[src/logic/smf_pkg.sv]
// Purpose: shared constants and types for the sequential muting sequencer
// Assumes: one sensor sample per pclk cycle, 200 MHz clock
// Notes: diagnostic codes follow the state/error code plan of the block
package smf_pkg;
  // apb register offsets
  localparam logic [7:0] SMF_OFF_CTRL = 8'h00;
  localparam logic [7:0] SMF_OFF_LIMIT = 8'h04;
  localparam logic [7:0] SMF_OFF_STATUS = 8'h08;
  localparam logic [7:0] SMF_OFF_DIAG = 8'h0C;
  // ctrl field positions
  localparam int SMF_CTRL_ACTIVATE = 0;
  localparam int SMF_CTRL_RESET = 1;
  localparam int SMF_CTRL_AUTO = 2;
  // status field positions
  localparam int SMF_ST_READY = 0;
  localparam int SMF_ST_PDOK = 1;
  localparam int SMF_ST_MUTE = 2;
  localparam int SMF_ST_ERROR = 3;
  // limit: milliseconds, 0 to 10 min
  localparam logic [31:0] SMF_LIMIT_MAX_MS = 32'h000927C0;
  localparam logic [31:0] SMF_LIMIT_RESET = 32'h00000000;
  localparam int SMF_CLK_MHZ = 200;
  localparam int SMF_MS_CYCLES = SMF_CLK_MHZ * 1000;
  // diagnostic codes
  localparam logic [15:0] SMF_DC_IDLE = 16'h0000;
  localparam logic [15:0] SMF_DC_INIT = 16'h8001;
  localparam logic [15:0] SMF_DC_WAIT = 16'h8003;
  localparam logic [15:0] SMF_DC_ST8000 = 16'h8000;
  localparam logic [15:0] SMF_DC_ST8011 = 16'h8011;
  localparam logic [15:0] SMF_DC_ST8012 = 16'h8012;
  localparam logic [15:0] SMF_DC_ST8122 = 16'h8122;
  localparam logic [15:0] SMF_DC_ST8112 = 16'h8112;
  localparam logic [15:0] SMF_DC_DEMAND = 16'h8004;
  localparam logic [15:0] SMF_DC_LAMP = 16'hC003;
  localparam logic [15:0] SMF_DC_PARAM = 16'hC005;
  localparam logic [15:0] SMF_DC_TIMER = 16'hC006;
  localparam logic [15:0] SMF_DC_SEQ = 16'hC004;
  localparam logic [3:0] SMF_SEQ_Y_8000 = 4'h0;
  localparam logic [3:0] SMF_SEQ_Y_8011 = 4'h1;
  localparam logic [3:0] SMF_SEQ_Y_8012 = 4'h2;
  localparam logic [3:0] SMF_SEQ_Y_8122 = 4'h3;
  localparam logic [3:0] SMF_SEQ_Y_8112 = 4'h4;
  localparam logic [3:0] SMF_SEQ_Y_PERMIT = 4'hF;
  localparam int SMF_Y_LSB = 8;
  localparam int SMF_X_LSB = 4;
endpackage

[src/logic/smf_sensor_sync.sv]
// Purpose: three-stage synchroniser with agreement filter for pin inputs
// Assumes: inputs are asynchronous to pclk
// Notes: a change counts once stages two and three agree
`timescale 1ns/1ps
module smf_sensor_sync
  import smf_pkg::*;
#(
  parameter int WIDTH = 6
) (
  input wire logic pclk,
  input wire logic presetn,
  input wire logic [WIDTH-1:0] pin_in,
  output logic [WIDTH-1:0] level_q
);
  logic [WIDTH-1:0] s1_q;
  logic [WIDTH-1:0] s2_q;
  logic [WIDTH-1:0] s3_q;
  // one filter per input bit
  for (genvar i = 0; i < WIDTH; i++) begin : g_bit
    always_ff @(posedge pclk or negedge presetn) begin
      if (!presetn) begin
        s1_q[i] <= 1'b0;
        s2_q[i] <= 1'b0;
        s3_q[i] <= 1'b0;
        level_q[i] <= 1'b0;
      end else begin
        s1_q[i] <= pin_in[i];
        s2_q[i] <= s1_q[i];
        s3_q[i] <= s2_q[i];
        if (s2_q[i] == s3_q[i]) begin
          level_q[i] <= s3_q[i];
        end
      end
    end
  end
endmodule

[src/logic/smf_mute_timer.sv]
// Purpose: maximum muting time counter in milliseconds
// Assumes: limit already range checked by the caller
// Notes: expired stays high while running past the limit
`timescale 1ns/1ps
module smf_mute_timer
  import smf_pkg::*;
#(
  parameter int MS_CYCLES = SMF_MS_CYCLES
) (
  input wire logic pclk,
  input wire logic presetn,
  input wire logic run,
  input wire logic [31:0] limit_ms,
  output logic expired
);
  logic [31:0] pre_q;
  logic [31:0] ms_q;
  // prescaler and millisecond count, cleared whenever stopped
  always_ff @(posedge pclk or negedge presetn) begin
    if (!presetn) begin
      pre_q <= 32'h00000000;
      ms_q <= 32'h00000000;
    end else if (!run) begin
      pre_q <= 32'h00000000;
      ms_q <= 32'h00000000;
    end else if (pre_q == 32'(MS_CYCLES - 1)) begin
      pre_q <= 32'h00000000;
      if (ms_q <= limit_ms) begin
        ms_q <= ms_q + 32'h00000001;
      end
    end else begin
      pre_q <= pre_q + 32'h00000001;
    end
  end
  // longer than the limit once count passes it
  assign expired = run && (ms_q > limit_ms);
endmodule

[src/logic/smf_muting_seq.sv]
// Purpose: four-sensor sequential muting sequencer with apb control
// Assumes: sensors, curtain, lamp and permit arrive on asynchronous pins
// Notes: control, limit, status and diagnostic code are apb registers
//
// Design decisions made here: the APB interface to the registers and the address map.
`timescale 1ns/1ps
module smf_muting_seq
  import smf_pkg::*;
#(
  parameter int MS_CYCLES = SMF_MS_CYCLES
) (
  input wire logic pclk,
  input wire logic presetn,
  input wire logic psel,
  input wire logic penable,
  input wire logic pwrite,
  input wire logic [7:0] paddr,
  input wire logic [31:0] pwdata,
  output logic [31:0] prdata,
  output logic pready,
  output logic pslverr,
  input wire logic protective_device_ok_in,
  input wire logic sensor_one_one,
  input wire logic sensor_one_two,
  input wire logic sensor_two_one,
  input wire logic sensor_two_two,
  input wire logic indicator_lamp_ok,
  input wire logic muting_permit,
  output logic ready_q,
  output logic protective_device_ok_out,
  output logic muting_active,
  output logic error_q,
  output logic [15:0] diagnostic_code
);
  typedef enum logic [3:0] {
    IDLE, INIT, WAIT_RESET, ST8000, ST8011, ST8012, ST8122, ST8112, DEMAND, ERR
  } smf_state_type;
  smf_state_type state_q;
  smf_state_type state_d;
  logic [15:0] code_d;
  logic [5:0] pins;
  logic [5:0] lvl;
  logic [3:0] prev_q;
  logic [3:0] s;
  logic [3:0] rise;
  logic [3:0] fall;
  logic [2:0] ctrl_q;
  logic [31:0] limit_q;
  logic reset_prev_q;
  logic reset_rise;
  logic timer_run;
  logic timer_exp;
  logic param_bad;
  logic seq_err;
  logic [3:0] seq_y;
  logic muting_st;
  logic pd_in;
  logic lamp;
  logic wr_en;

  assign pins = {indicator_lamp_ok, protective_device_ok_in, sensor_two_two, sensor_two_one,
                 sensor_one_two, sensor_one_one};
  // pin inputs through the agreement filter
  smf_sensor_sync #(.WIDTH(6)) u_sync (
    .pclk(pclk),
    .presetn(presetn),
    .pin_in(pins),
    .level_q(lvl)
  );
  logic permit;
  smf_sensor_sync #(.WIDTH(1)) u_sync_permit (
    .pclk(pclk),
    .presetn(presetn),
    .pin_in(muting_permit),
    .level_q(permit)
  );
  assign s = lvl[3:0]; // bit 0 sensor 11 .. bit 3 sensor 22
  assign pd_in = lvl[4];
  assign lamp = lvl[5];

  // previous levels for edge detection
  always_ff @(posedge pclk or negedge presetn) begin
    if (!presetn) begin
      prev_q <= 4'h0;
      reset_prev_q <= 1'b0;
    end else begin
      prev_q <= s;
      reset_prev_q <= ctrl_q[SMF_CTRL_RESET];
    end
  end
  assign rise = s & ~prev_q;
  assign fall = ~s & prev_q;
  assign reset_rise = ctrl_q[SMF_CTRL_RESET] && !reset_prev_q;

  // apb slave, zero wait states
  assign wr_en = psel && penable && pwrite;
  always_ff @(posedge pclk or negedge presetn) begin
    if (!presetn) begin
      ctrl_q <= 3'h0;
      limit_q <= SMF_LIMIT_RESET;
    end else if (wr_en) begin
      if (paddr == SMF_OFF_CTRL) begin
        ctrl_q <= pwdata[2:0];
      end
      if (paddr == SMF_OFF_LIMIT) begin
        limit_q <= pwdata;
      end
    end
  end
  always_ff @(posedge pclk or negedge presetn) begin
    if (!presetn) begin
      prdata <= 32'h00000000;
      pready <= 1'b0;
      pslverr <= 1'b0;
    end else begin
      pready <= psel && !penable;
      pslverr <= 1'b0;
      prdata <= 32'h00000000;
      if (psel && !penable) begin
        case (paddr)
          SMF_OFF_CTRL: prdata <= {29'h0, ctrl_q};
          SMF_OFF_LIMIT: prdata <= limit_q;
          SMF_OFF_STATUS: prdata <= {28'h0, error_q, muting_active,
                                     protective_device_ok_out, ready_q};
          SMF_OFF_DIAG: prdata <= {16'h0, diagnostic_code};
          default: pslverr <= 1'b1;
        endcase
      end
    end
  end

  // limit range check and timer
  assign param_bad = limit_q > SMF_LIMIT_MAX_MS;
  assign muting_st = (state_q == ST8011) || (state_q == ST8012) ||
                     (state_q == ST8122) || (state_q == ST8112);
  assign timer_run = muting_st; // runs from first sensor until exit
  smf_mute_timer #(.MS_CYCLES(MS_CYCLES)) u_timer (
    .pclk(pclk),
    .presetn(presetn),
    .run(timer_run),
    .limit_ms(limit_q),
    .expired(timer_exp)
  );

  // illegal sequence per state; shorts look the same
  always_comb begin
    seq_err = 1'b0;
    seq_y = SMF_SEQ_Y_8000;
    case (state_q)
      ST8000: begin
        if (!permit && (rise[0] || rise[3])) begin
          seq_err = 1'b1;
          seq_y = SMF_SEQ_Y_PERMIT;
        end else if (s[1] || s[2] || (s[0] && s[3])) begin
          seq_err = 1'b1;
        end
      end
      ST8011: begin
        seq_y = SMF_SEQ_Y_8011;
        seq_err = !permit || !s[0] || s[2] || s[3];
      end
      ST8012: begin
        seq_y = SMF_SEQ_Y_8012;
        seq_err = rise[0] || rise[1] || fall[3];
      end
      ST8122: begin
        seq_y = SMF_SEQ_Y_8122;
        seq_err = !permit || s[0] || s[1] || !s[3];
      end
      ST8112: begin
        seq_y = SMF_SEQ_Y_8112;
        seq_err = fall[0] || rise[2] || rise[3];
      end
      default: begin
        seq_err = 1'b0;
      end
    endcase
  end

  // next state and diagnostic code
  always_comb begin
    state_d = state_q;
    code_d = diagnostic_code;
    if (!ctrl_q[SMF_CTRL_ACTIVATE]) begin
      state_d = IDLE;
      code_d = SMF_DC_IDLE;
    end else begin
      case (state_q)
        IDLE: begin
          state_d = INIT;
          code_d = SMF_DC_INIT;
        end
        INIT: begin
          if (param_bad) begin
            state_d = ERR;
            code_d = SMF_DC_PARAM;
          end else if (ctrl_q[SMF_CTRL_AUTO]) begin
            state_d = ST8000;
            code_d = SMF_DC_ST8000;
          end else if (reset_rise) begin
            state_d = ST8000;
            code_d = SMF_DC_ST8000;
          end
        end
        WAIT_RESET, DEMAND: begin
          if (reset_rise && pd_in) begin
            state_d = ST8000;
            code_d = SMF_DC_ST8000;
          end
        end
        ERR: begin
          if (!param_bad && reset_rise) begin
            state_d = WAIT_RESET;
            code_d = SMF_DC_WAIT;
          end
        end
        ST8000, ST8011, ST8012, ST8122, ST8112: begin
          if (param_bad) begin
            state_d = ERR;
            code_d = SMF_DC_PARAM;
          end else if (seq_err) begin
            state_d = ERR;
            code_d = {SMF_DC_SEQ[15:12], seq_y, s, SMF_DC_SEQ[3:0]};
          end else if (timer_exp) begin
            state_d = ERR;
            code_d = SMF_DC_TIMER;
          end else if (!pd_in && !muting_st) begin
            state_d = DEMAND;
            code_d = SMF_DC_DEMAND;
          end else if (!lamp && muting_st) begin
            state_d = ERR;
            code_d = SMF_DC_LAMP;
          end else begin
            case (state_q)
              ST8000: begin
                if (permit && rise[0] && !s[1] && !s[2] && !s[3]) begin
                  state_d = ST8011;
                  code_d = SMF_DC_ST8011;
                end else if (permit && rise[3] && !s[0] && !s[1] && !s[2]) begin
                  state_d = ST8122;
                  code_d = SMF_DC_ST8122;
                end
              end
              ST8011: begin
                if (permit && s[0] && rise[1] && !s[2] && !s[3]) begin
                  state_d = ST8012;
                  code_d = SMF_DC_ST8012;
                end
              end
              ST8012: begin
                if (!s[0] && !s[1] && fall[2] && s[3]) begin
                  state_d = ST8000;
                  code_d = SMF_DC_ST8000;
                end
              end
              ST8122: begin
                if (permit && !s[0] && !s[1] && rise[2] && s[3]) begin
                  state_d = ST8112;
                  code_d = SMF_DC_ST8112;
                end
              end
              ST8112: begin
                if (s[0] && fall[1] && !s[2] && !s[3]) begin
                  state_d = ST8000;
                  code_d = SMF_DC_ST8000;
                end
              end
              default: begin
                state_d = ST8000;
              end
            endcase
          end
        end
        default: begin
          state_d = IDLE;
          code_d = SMF_DC_IDLE;
        end
      endcase
    end
  end

  // state and registered outputs
  always_ff @(posedge pclk or negedge presetn) begin
    if (!presetn) begin
      state_q <= IDLE;
      diagnostic_code <= 16'h0000;
      ready_q <= 1'b0;
      protective_device_ok_out <= 1'b0;
      muting_active <= 1'b0;
      error_q <= 1'b0;
    end else begin
      state_q <= state_d;
      diagnostic_code <= code_d;
      ready_q <= ctrl_q[SMF_CTRL_ACTIVATE];
      error_q <= (state_d == ERR);
      muting_active <= (state_d == ST8011) || (state_d == ST8012) ||
                       (state_d == ST8122) || (state_d == ST8112);
      protective_device_ok_out <= (state_d == ST8011) || (state_d == ST8012) ||
                                  (state_d == ST8122) || (state_d == ST8112) ||
                                  ((state_d == ST8000) && pd_in);
    end
  end

  // assertions
  property p_err_outputs;
    @(posedge pclk) disable iff (!presetn)
      error_q |-> (!protective_device_ok_out && !muting_active);
  endproperty
  a_err_outputs: assert property (p_err_outputs) else $error("outputs high in error");

  property p_mute_state;
    @(posedge pclk) disable iff (!presetn)
      muting_active |-> $past(muting_st) || muting_st;
  endproperty
  a_mute_state: assert property (p_mute_state) else $error("muting outside substate");

  property p_pd_ok;
    @(posedge pclk) disable iff (!presetn)
      (protective_device_ok_out && !muting_active) |-> state_q == ST8000;
  endproperty
  a_pd_ok: assert property (p_pd_ok) else $error("pd ok without idle or muting");

  property p_deact;
    @(posedge pclk) disable iff (!presetn)
      !ctrl_q[SMF_CTRL_ACTIVATE] |=> state_q == IDLE && !error_q;
  endproperty
  a_deact: assert property (p_deact) else $error("not idle after deactivate");

  property p_fwd_start;
    @(posedge pclk) disable iff (!presetn)
      (ctrl_q[SMF_CTRL_ACTIVATE] && state_q == ST8000 && !param_bad && pd_in &&
       permit && rise[0] && s[3:1] == 3'h0) |=> state_q == ST8011 && muting_active;
  endproperty
  a_fwd_start: assert property (p_fwd_start) else $error("forward start missed");

  property p_bwd_start;
    @(posedge pclk) disable iff (!presetn)
      (ctrl_q[SMF_CTRL_ACTIVATE] && state_q == ST8000 && !param_bad && pd_in &&
       permit && rise[3] && s[2:0] == 3'h0) |=> state_q == ST8122;
  endproperty
  a_bwd_start: assert property (p_bwd_start) else $error("backward start missed");

  property p_seq_code;
    @(posedge pclk) disable iff (!presetn)
      (ctrl_q[SMF_CTRL_ACTIVATE] && muting_st && !param_bad && seq_err) |=>
        error_q && diagnostic_code[7:4] == $past(s);
  endproperty
  a_seq_code: assert property (p_seq_code) else $error("sequence code wrong");

  property p_no_permit;
    @(posedge pclk) disable iff (!presetn)
      (state_q == ST8000 && !permit) |=> !(state_q inside {ST8011, ST8122});
  endproperty
  a_no_permit: assert property (p_no_permit) else $error("muting began without permit");

  property p_timer_err;
    @(posedge pclk) disable iff (!presetn)
      (ctrl_q[SMF_CTRL_ACTIVATE] && muting_st && !param_bad && !seq_err && timer_exp) |=>
        diagnostic_code == SMF_DC_TIMER;
  endproperty
  a_timer_err: assert property (p_timer_err) else $error("timer error not ranked");
endmodule

[config.mk]
export PLATFORM = sky130hd
export DESIGN_NAME = smf_muting_seq
export DESIGN_NICKNAME = d
export VERILOG_FILES = /design/src/logic/smf_pkg.sv /design/src/logic/smf_sensor_sync.sv /design/src/logic/smf_mute_timer.sv /design/src/logic/smf_muting_seq.sv
export SDC_FILE = /design/constraint.sdc
export NUM_CORES = 1
export LEC_CHECK = 0
export BUFFER_PORTS_ARGS = -buffer_cell sky130_fd_sc_hd__buf_2
export CORE_UTILIZATION = 54
export CTS_BUF_LIST = sky130_fd_sc_hd__clkbuf_8
export CTS_CLUSTER_SIZE = 40
export DETAILED_ROUTE_END_ITERATION = 8
export MAX_ROUTING_LAYER = met4
export PLACE_DENSITY = 0.73
export REMOVE_ABC_BUFFERS = 1
export SLEW_MARGIN = 40
export SYNTH_ARGS = -nofsm -noshare
export SYNTH_HDL_FRONTEND = slang
export SYNTH_SLANG_ARGS = --single-unit
[constraint.sdc]
create_clock -name pclk -period 3.4 [get_ports pclk]
set_input_delay 0.51 -clock pclk [delete_from_list [all_inputs] [get_ports pclk]]
set_output_delay 0.51 -clock pclk [all_outputs]
set_load 0.01 [all_outputs]
# [After elaboration in Yosys (flattened, before gate mapping)]
# Index checks and enable logic that the tools add are counted.
[classes] n_lt_le_gt_ge=3 reduce_logical=74 n_eq_ne=37 bitwise=4 n_addsub=2 mux=52
[op_table] cell="2-to-1 mux 16 bit" n=17
[op_table] cell="2-to-1 mux 32 bit" n=6
[op_table] cell="one-hot mux 16 bit (5 select lines)" n=2
[op_table] cell="one-hot mux 32 bit (4 select lines)" n=1
[op_table] cell="2-to-1 mux 4 bit" n=18
[op_table] cell="adder 32 x 1 -> 32 bit (second input constant)" n=2
[op_table] cell="one-hot mux 4 bit (5 select lines)" n=3
[op_table] cell="inequality test 9 bit (second input constant)" n=4
[op_table] cell="logical AND 1 bit" n=34
[op_table] cell="== test 32 x 18 -> 1 bit (second input constant)" n=1
[op_table] cell="== test 4 x 3 -> 1 bit (second input constant)" n=8
[op_table] cell="> comparator 32 x 20 -> 1 bit (second input constant)" n=1
[op_table] cell="> comparator 32 bit" n=1
[op_table] cell="less-or-equal comparator 32 bit" n=1
[op_table] cell="logical OR 1 bit" n=20
[op_table] cell="== test 8 x 4 -> 1 bit (second input constant)" n=2
[op_table] cell="== test 4 x 2 -> 1 bit (second input constant)" n=3
[op_table] cell="== test 4 bit (second input constant)" n=3
[op_table] cell="inequality test 12 bit (second input constant)" n=1
[op_table] cell="zero test 1 bit" n=11
[op_table] cell="inequality test 10 bit (second input constant)" n=1
[op_table] cell="AND reduction 9 bit" n=1
[op_table] cell="AND 4 bit" n=2
[op_table] cell="== test 8 x 3 -> 1 bit (second input constant)" n=1
[op_table] cell="other kinds (14)" n=28
[word_totals] out_inout_bits=54 regBits=190 wordCells=215

# [Depth between registers and ports, before layout]
[logic_depth] word_depth=21 mapped_depth=11

# [Cells and area by module]
# A second synthesis with hierarchy kept.
[unflattened] hier_cells=895 area_unflattened_um2=9303.9
[by_module_without_submodules] mod="smf_muting_seq" n_inst=1 seq_area_each_um2=2377.3 cells_each=387 area_each_um2=4396.7
[by_module_without_submodules] mod="smf_mute_timer" n_inst=1 seq_area_each_um2=1601.5 cells_each=473 area_each_um2=4127.7
[by_module_without_submodules] mod="smf_sensor_sync at u_sync" n_inst=1 seq_area_each_um2=600.6 cells_each=30 area_each_um2=668.1
[by_module_without_submodules] mod="smf_sensor_sync at u_sync_permit" n_inst=1 seq_area_each_um2=100.1 cells_each=5 area_each_um2=111.4

# [Least setup slack after synthesis]
# Ideal clock, no wire load.
[synth_path] kind="reg-to-reg" startpoint="register u_timer.ms_q[15]" endpoint="register u_timer.ms_q[25]" slack_ps=854 synth_period_minus_slack_ps=2546 setup_ps=132 path_stages_with_launch=11 arrival_time_ps=2414 cell_sequence="dfrtp_1 ha_1 nand4_1 nor4_1 a21oi_1 o21a_1 clkbuf_1 clkbuf_1 nor4_1 xnor2_1 nor2_1"
[synth_via] elab_chain_cells=4
[synth_lines] item="from (decl)" line_no="smf_mute_timer.sv:17" source="logic [31:0] ms_q;"
[synth_lines] item="from (signal assigned)" line_no="smf_mute_timer.sv:29" source="ms_q <= ms_q + 32'h00000001;"
[synth_lines] item="adder 32 x 1 -> 32 bit" line_no="smf_mute_timer.sv:29"
[synth_lines] item="2-to-1 mux 32 bit" line_no="smf_mute_timer.sv:28" source="if (ms_q <= limit_ms) begin"
[synth_lines] item="2-to-1 mux 32 bit" line_no="smf_mute_timer.sv:26" source="end else if (pre_q == 32'(MS_CYCLES - 1)) begin"
[synth_lines] item="2-to-1 mux 32 bit" line_no="smf_mute_timer.sv:23" source="end else if (!run) begin"
# Parallel ways exist; a longest one is shown, timed or not. The select of a mux whose other input is x is not followed.
# A chain may end at the register's enable or synchronous reset.

# [Worst setup path in the final report]
[layout_path] startpoint="register limit_q[13]" endpoint="register u_timer.ms_q[10]"
[layout_via] elab_chain_cells=3
[layout_lines] item="from (decl)" line_no="smf_muting_seq.sv:48" source="logic [31:0] limit_q;"
[layout_lines] item="from (signal assigned)" line_no="smf_muting_seq.sv:106" source="limit_q <= pwdata;"
[layout_lines] item="less-or-equal comparator 32 bit" line_no="smf_mute_timer.sv:28"
[layout_lines] item="inequality test 2 x 1 -> 1 bit (no line)"
[layout_lines] item="AND reduction 2 bit (no line)"
# No other way between the ends.

==> summary.md <==
| Metric | Value |
|---|---|
| Status | completed |
| Total Wirelength | about 23 mm |
| Vias in the first global route | 7135 |
| Die H | 132.4 microns |
| Seq/Total Area, Yosys | 0.5093 |
| Initial drt markers | 681 |
| Worst Setup End Kind | register |
| Cells after DPL | 1241 |
| CP max-delay cell | nor3_1 |
| Max clock buf depth | 2 |
| Max Slew Vio Count | 0 |
| Area of the multi-input gates | approximately 0.0041 sq mm |
| Routed vias | ~7400 |
| Xor/xnor cell area share of the yosys netlist | 0.04194 |
| CP bufs+invs | 2 |
| Placed cell areas | 0.01003 sq mm |
| Cell Pwr Density | 405.4 mW/mm^2 |
| Syn. warnings | 0 |
| Ant diodes | 0 |
| Seq. cell area | roughly 0.0047 sq mm |
| Post-route DRC | 0 |
| Non-Filler Instances | between 1000 and 1500 |
| Clk_skew | 0.01289 ns |
| Number of synthesized flops with an enable pin | 0 |
| Mapped Area | 0.009189 sq mm |
| CP Max Fanout | 17 |
| Worst slew pin tran | 0.8081 ns |
| Flops & latches, synth | 187 |
| Cts repair resizes | 0 |
| CTS tree | yes |
| Sink Count | 187 |
| Main combinational cell family by area after synthesis | simple AND/OR/NAND/NOR gates |
| Fillers | approximately 1400 |
| TritonRoute pass-1 iters | 5 |
| Critical path type | register to register |
| Async S/R FF share, synth | 1.000 |
| H-Tree Depth | 4 |
| Area added between synthesis and finish | 13.85% |
| Hold buffers post-CTS | 0 |
| Post-synthesis compound-gate area fraction | 0.1216 |
| Synth Instances | 934 |
| Final critical-path share of the clock period | 0.9321 |
| Num CTS Buffers | 17 |
| First-pass GRT wire length | 37.36 mm |
| Most common cell after layout, fill and taps aside | dfrtp_1 |
| Worst setup path start | limit_q[13] |
| Synth Flop Type | dfrtp_1 |
| RSZ-0062 raised after global routing | false |
| Max incr delay on CP | approximately 0.58 ns |
| Commonest cells after routing, fill and taps aside | dfrtp_1, buf_2, nand2_1, nor2_1, inv_1 |
| Distinct cells, synth | 64 |
| Final Wtd Congestion | 0.9218 |
| Initial antenna violation count | 0 |
| CP required | 3.76 ns |
| Max VDD drop | 0.2395 mV |
| PortBufs | 102 |
| # rows | 47 |
| Worst r2r src | limit_q[13] |
| Worst EP arrival | approximately 3.5 ns |
| Setup bufs post-CTS | 0 |
| Total GRT Usage | 0.2834 |
| Average size of a mapped cell | about 9.8 sq um |
| Final layout net count | approximately 1100 |
| Vias per cell | between 5 and 6 |
| Synth Area in Simple Gates | 0.1995 |
| Final Cell Area | 0.01046 sq mm |
| Final ANT Viol Nets | 0 |
| I/O Pins | 106 |
| Initial cell density of the core | 0.5541 |
| Clock-pin transition on the worst setup and hold timing paths | 0.11 ns |
| Setup TNS | 0 ns |
| Final Worst Setup Slack | around 0.23 ns |
| Final hold vios | 0 |
| F_max | 315.6 MHz |
| Hold_ws | 0.06377 ns |
| Placed wire-length estimate | 16.62 mm |
| Core Region | ~0.017 sq mm |
| Endpoints failing setup | 0 |
| Worst min path class | input port to async pin |
| Buffer type at the clock tree root | clkbuf_8 |
| Tmin final | 3.169 ns |
| Die area | approximately 0.018 sq mm |
| Worst slew margin relative to its limit | 0.4600 |
| Die width | between 100 and 150 microns |
| Share of post-route cells with drive strength above 1 | 0.1795 |
| Drt wl/cell | 17.90 microns |
| Adder-Cell Fraction of Synth Area | 0.05392 |
| Setup WS pre-CTS | 0.3417 ns |
| Final Util | 0.6308 |
| Clock Latency Late Sink | 0.48 ns |
| Total gr overflow | 0 |
| Crit-path cells | inv_1 -> ha_1 -> nand4_1 -> nor4_1 -> nor3b_1 -> o31a_1 -> buf_4 -> nor3_1 -> a21oi_1 -> a31o_2 |
| Largest net degree at the start of global routing | 88 |
| Leakage | 4.864 nW |
| Crit path max-delay family | simple AND/OR/NAND/NOR gates |
| Maxcap violations | 0 |
| Total Power | roughly 4.2 mW |
| Post-synthesis mux area share | 0.02655 |
| Startpoint type of the worst setup path | register |
==> cell usage after synthesis, types with 10 or more instances <==
cell / number / area share
dfrtp_1: 187 / 0.51
nand2_1: 85 / 0.035
nor2_1: 84 / 0.034
inv_1: 66 / 0.027
o21ai_0: 58 / 0.032
a21oi_1: 46 / 0.025
ha_1: 34 / 0.046
nand4_1: 31 / 0.021
clkbuf_1: 30 / 0.012
nor3_1: 30 / 0.016
nor4_1: 30 / 0.020
nand3_1: 28 / 0.015
xnor2_1: 24 / 0.023
xor2_1: 20 / 0.019
mux2i_1: 12 / 0.013
a21o_1: 11 / 0.0090
and3_1: 11 / 0.0075
or3_1: 10 / 0.0068
==> flip-flops by register name, summed over array words and instances (netlist names) <==
signal                    cells
prdata                       32
muting_active                 1
u_timer.pre_q                32
u_sync_permit.s2_q            1
u_sync_permit.level_q         1
u_sync.level_q                6
pready                        1
u_timer.ms_q                 32
u_sync.s1_q                   6
state_q                       4
u_sync.s2_q                   6
prev_q                        4
pslverr                       1
ctrl_q                        3
protective_device_ok_out      1
u_sync_permit.s1_q            1
reset_prev_q                  1
u_sync_permit.s3_q            1
limit_q                      32
error_q                       1
u_sync.s3_q                   6
ready_q                       1
diagnostic_code              13
==> worst paths after layout <==
kind                                      to  slack, ns  cells past startpoint
max                         u_timer.ms_q[10]       0.23                     10
min                                   pready       0.06                      1
max reg2reg                 u_timer.ms_q[10]       0.23                     10
min reg2reg                   u_sync.s2_q[1]       0.36                      0
max in group asynchronous  u_timer.pre_q[12]       2.45                      2
min in group pclk             u_sync.s1_q[2]       0.13                      1
==> report_power, final <==
| group | leakage [nW] | internal [mW] | switching, mW |
|---|---|---|---|
| logic | 2.30 | 0.123 | 0.169 |
| registers | 2.35 | 2.29 | 0.0742 |
| clock network | 0.214 | 0.695 | 0.891 |
==> worst register-to-register path, delay by kind of cell, from the launching register on <==
family	cells	cell delay (ns)
buffers and inverters	2	0.35
adders and majority gates	1	0.32
DFF	1	0.36
and+or+nand+nor	4	1.44
AOI/OAI and AO/OA	3	0.61
==> layer usage <==
metal | share of wire | up-vias | GRT usage
met2 | 0.44 | 266 | 0.3977
met3 | 0.058 | 44 | 0.04943
met4 | 0.026 | 0 | 0.1041
li1 | - | 3520 | -
met5 | 0 | - | -
met1 | 0.48 | 3597 | 0.4124
==> cell type report <==
cell class	instances	area share
Sequential cell	187	0.4473
Multi-Input combinational cell	640	0.3913
Timing Repair Buffer	127	0.06997
Tap cell	220	0.02631
Inverter	67	0.02404
Clock buffer	17	0.02237
Clock inverter	15	0.01866
==> logic make-up (layout without fill, tap and decap cells) <==
family	Yosys count	in the layout
xor+xnor	44	44
simple gates	355	355
fa+ha+maj	41	41
compound gates	177	177
buf+inv	109	226
other cells	1	3
mux	20	20
flops	187	187
No activity file was read; power rests on OpenSTA's default activity.
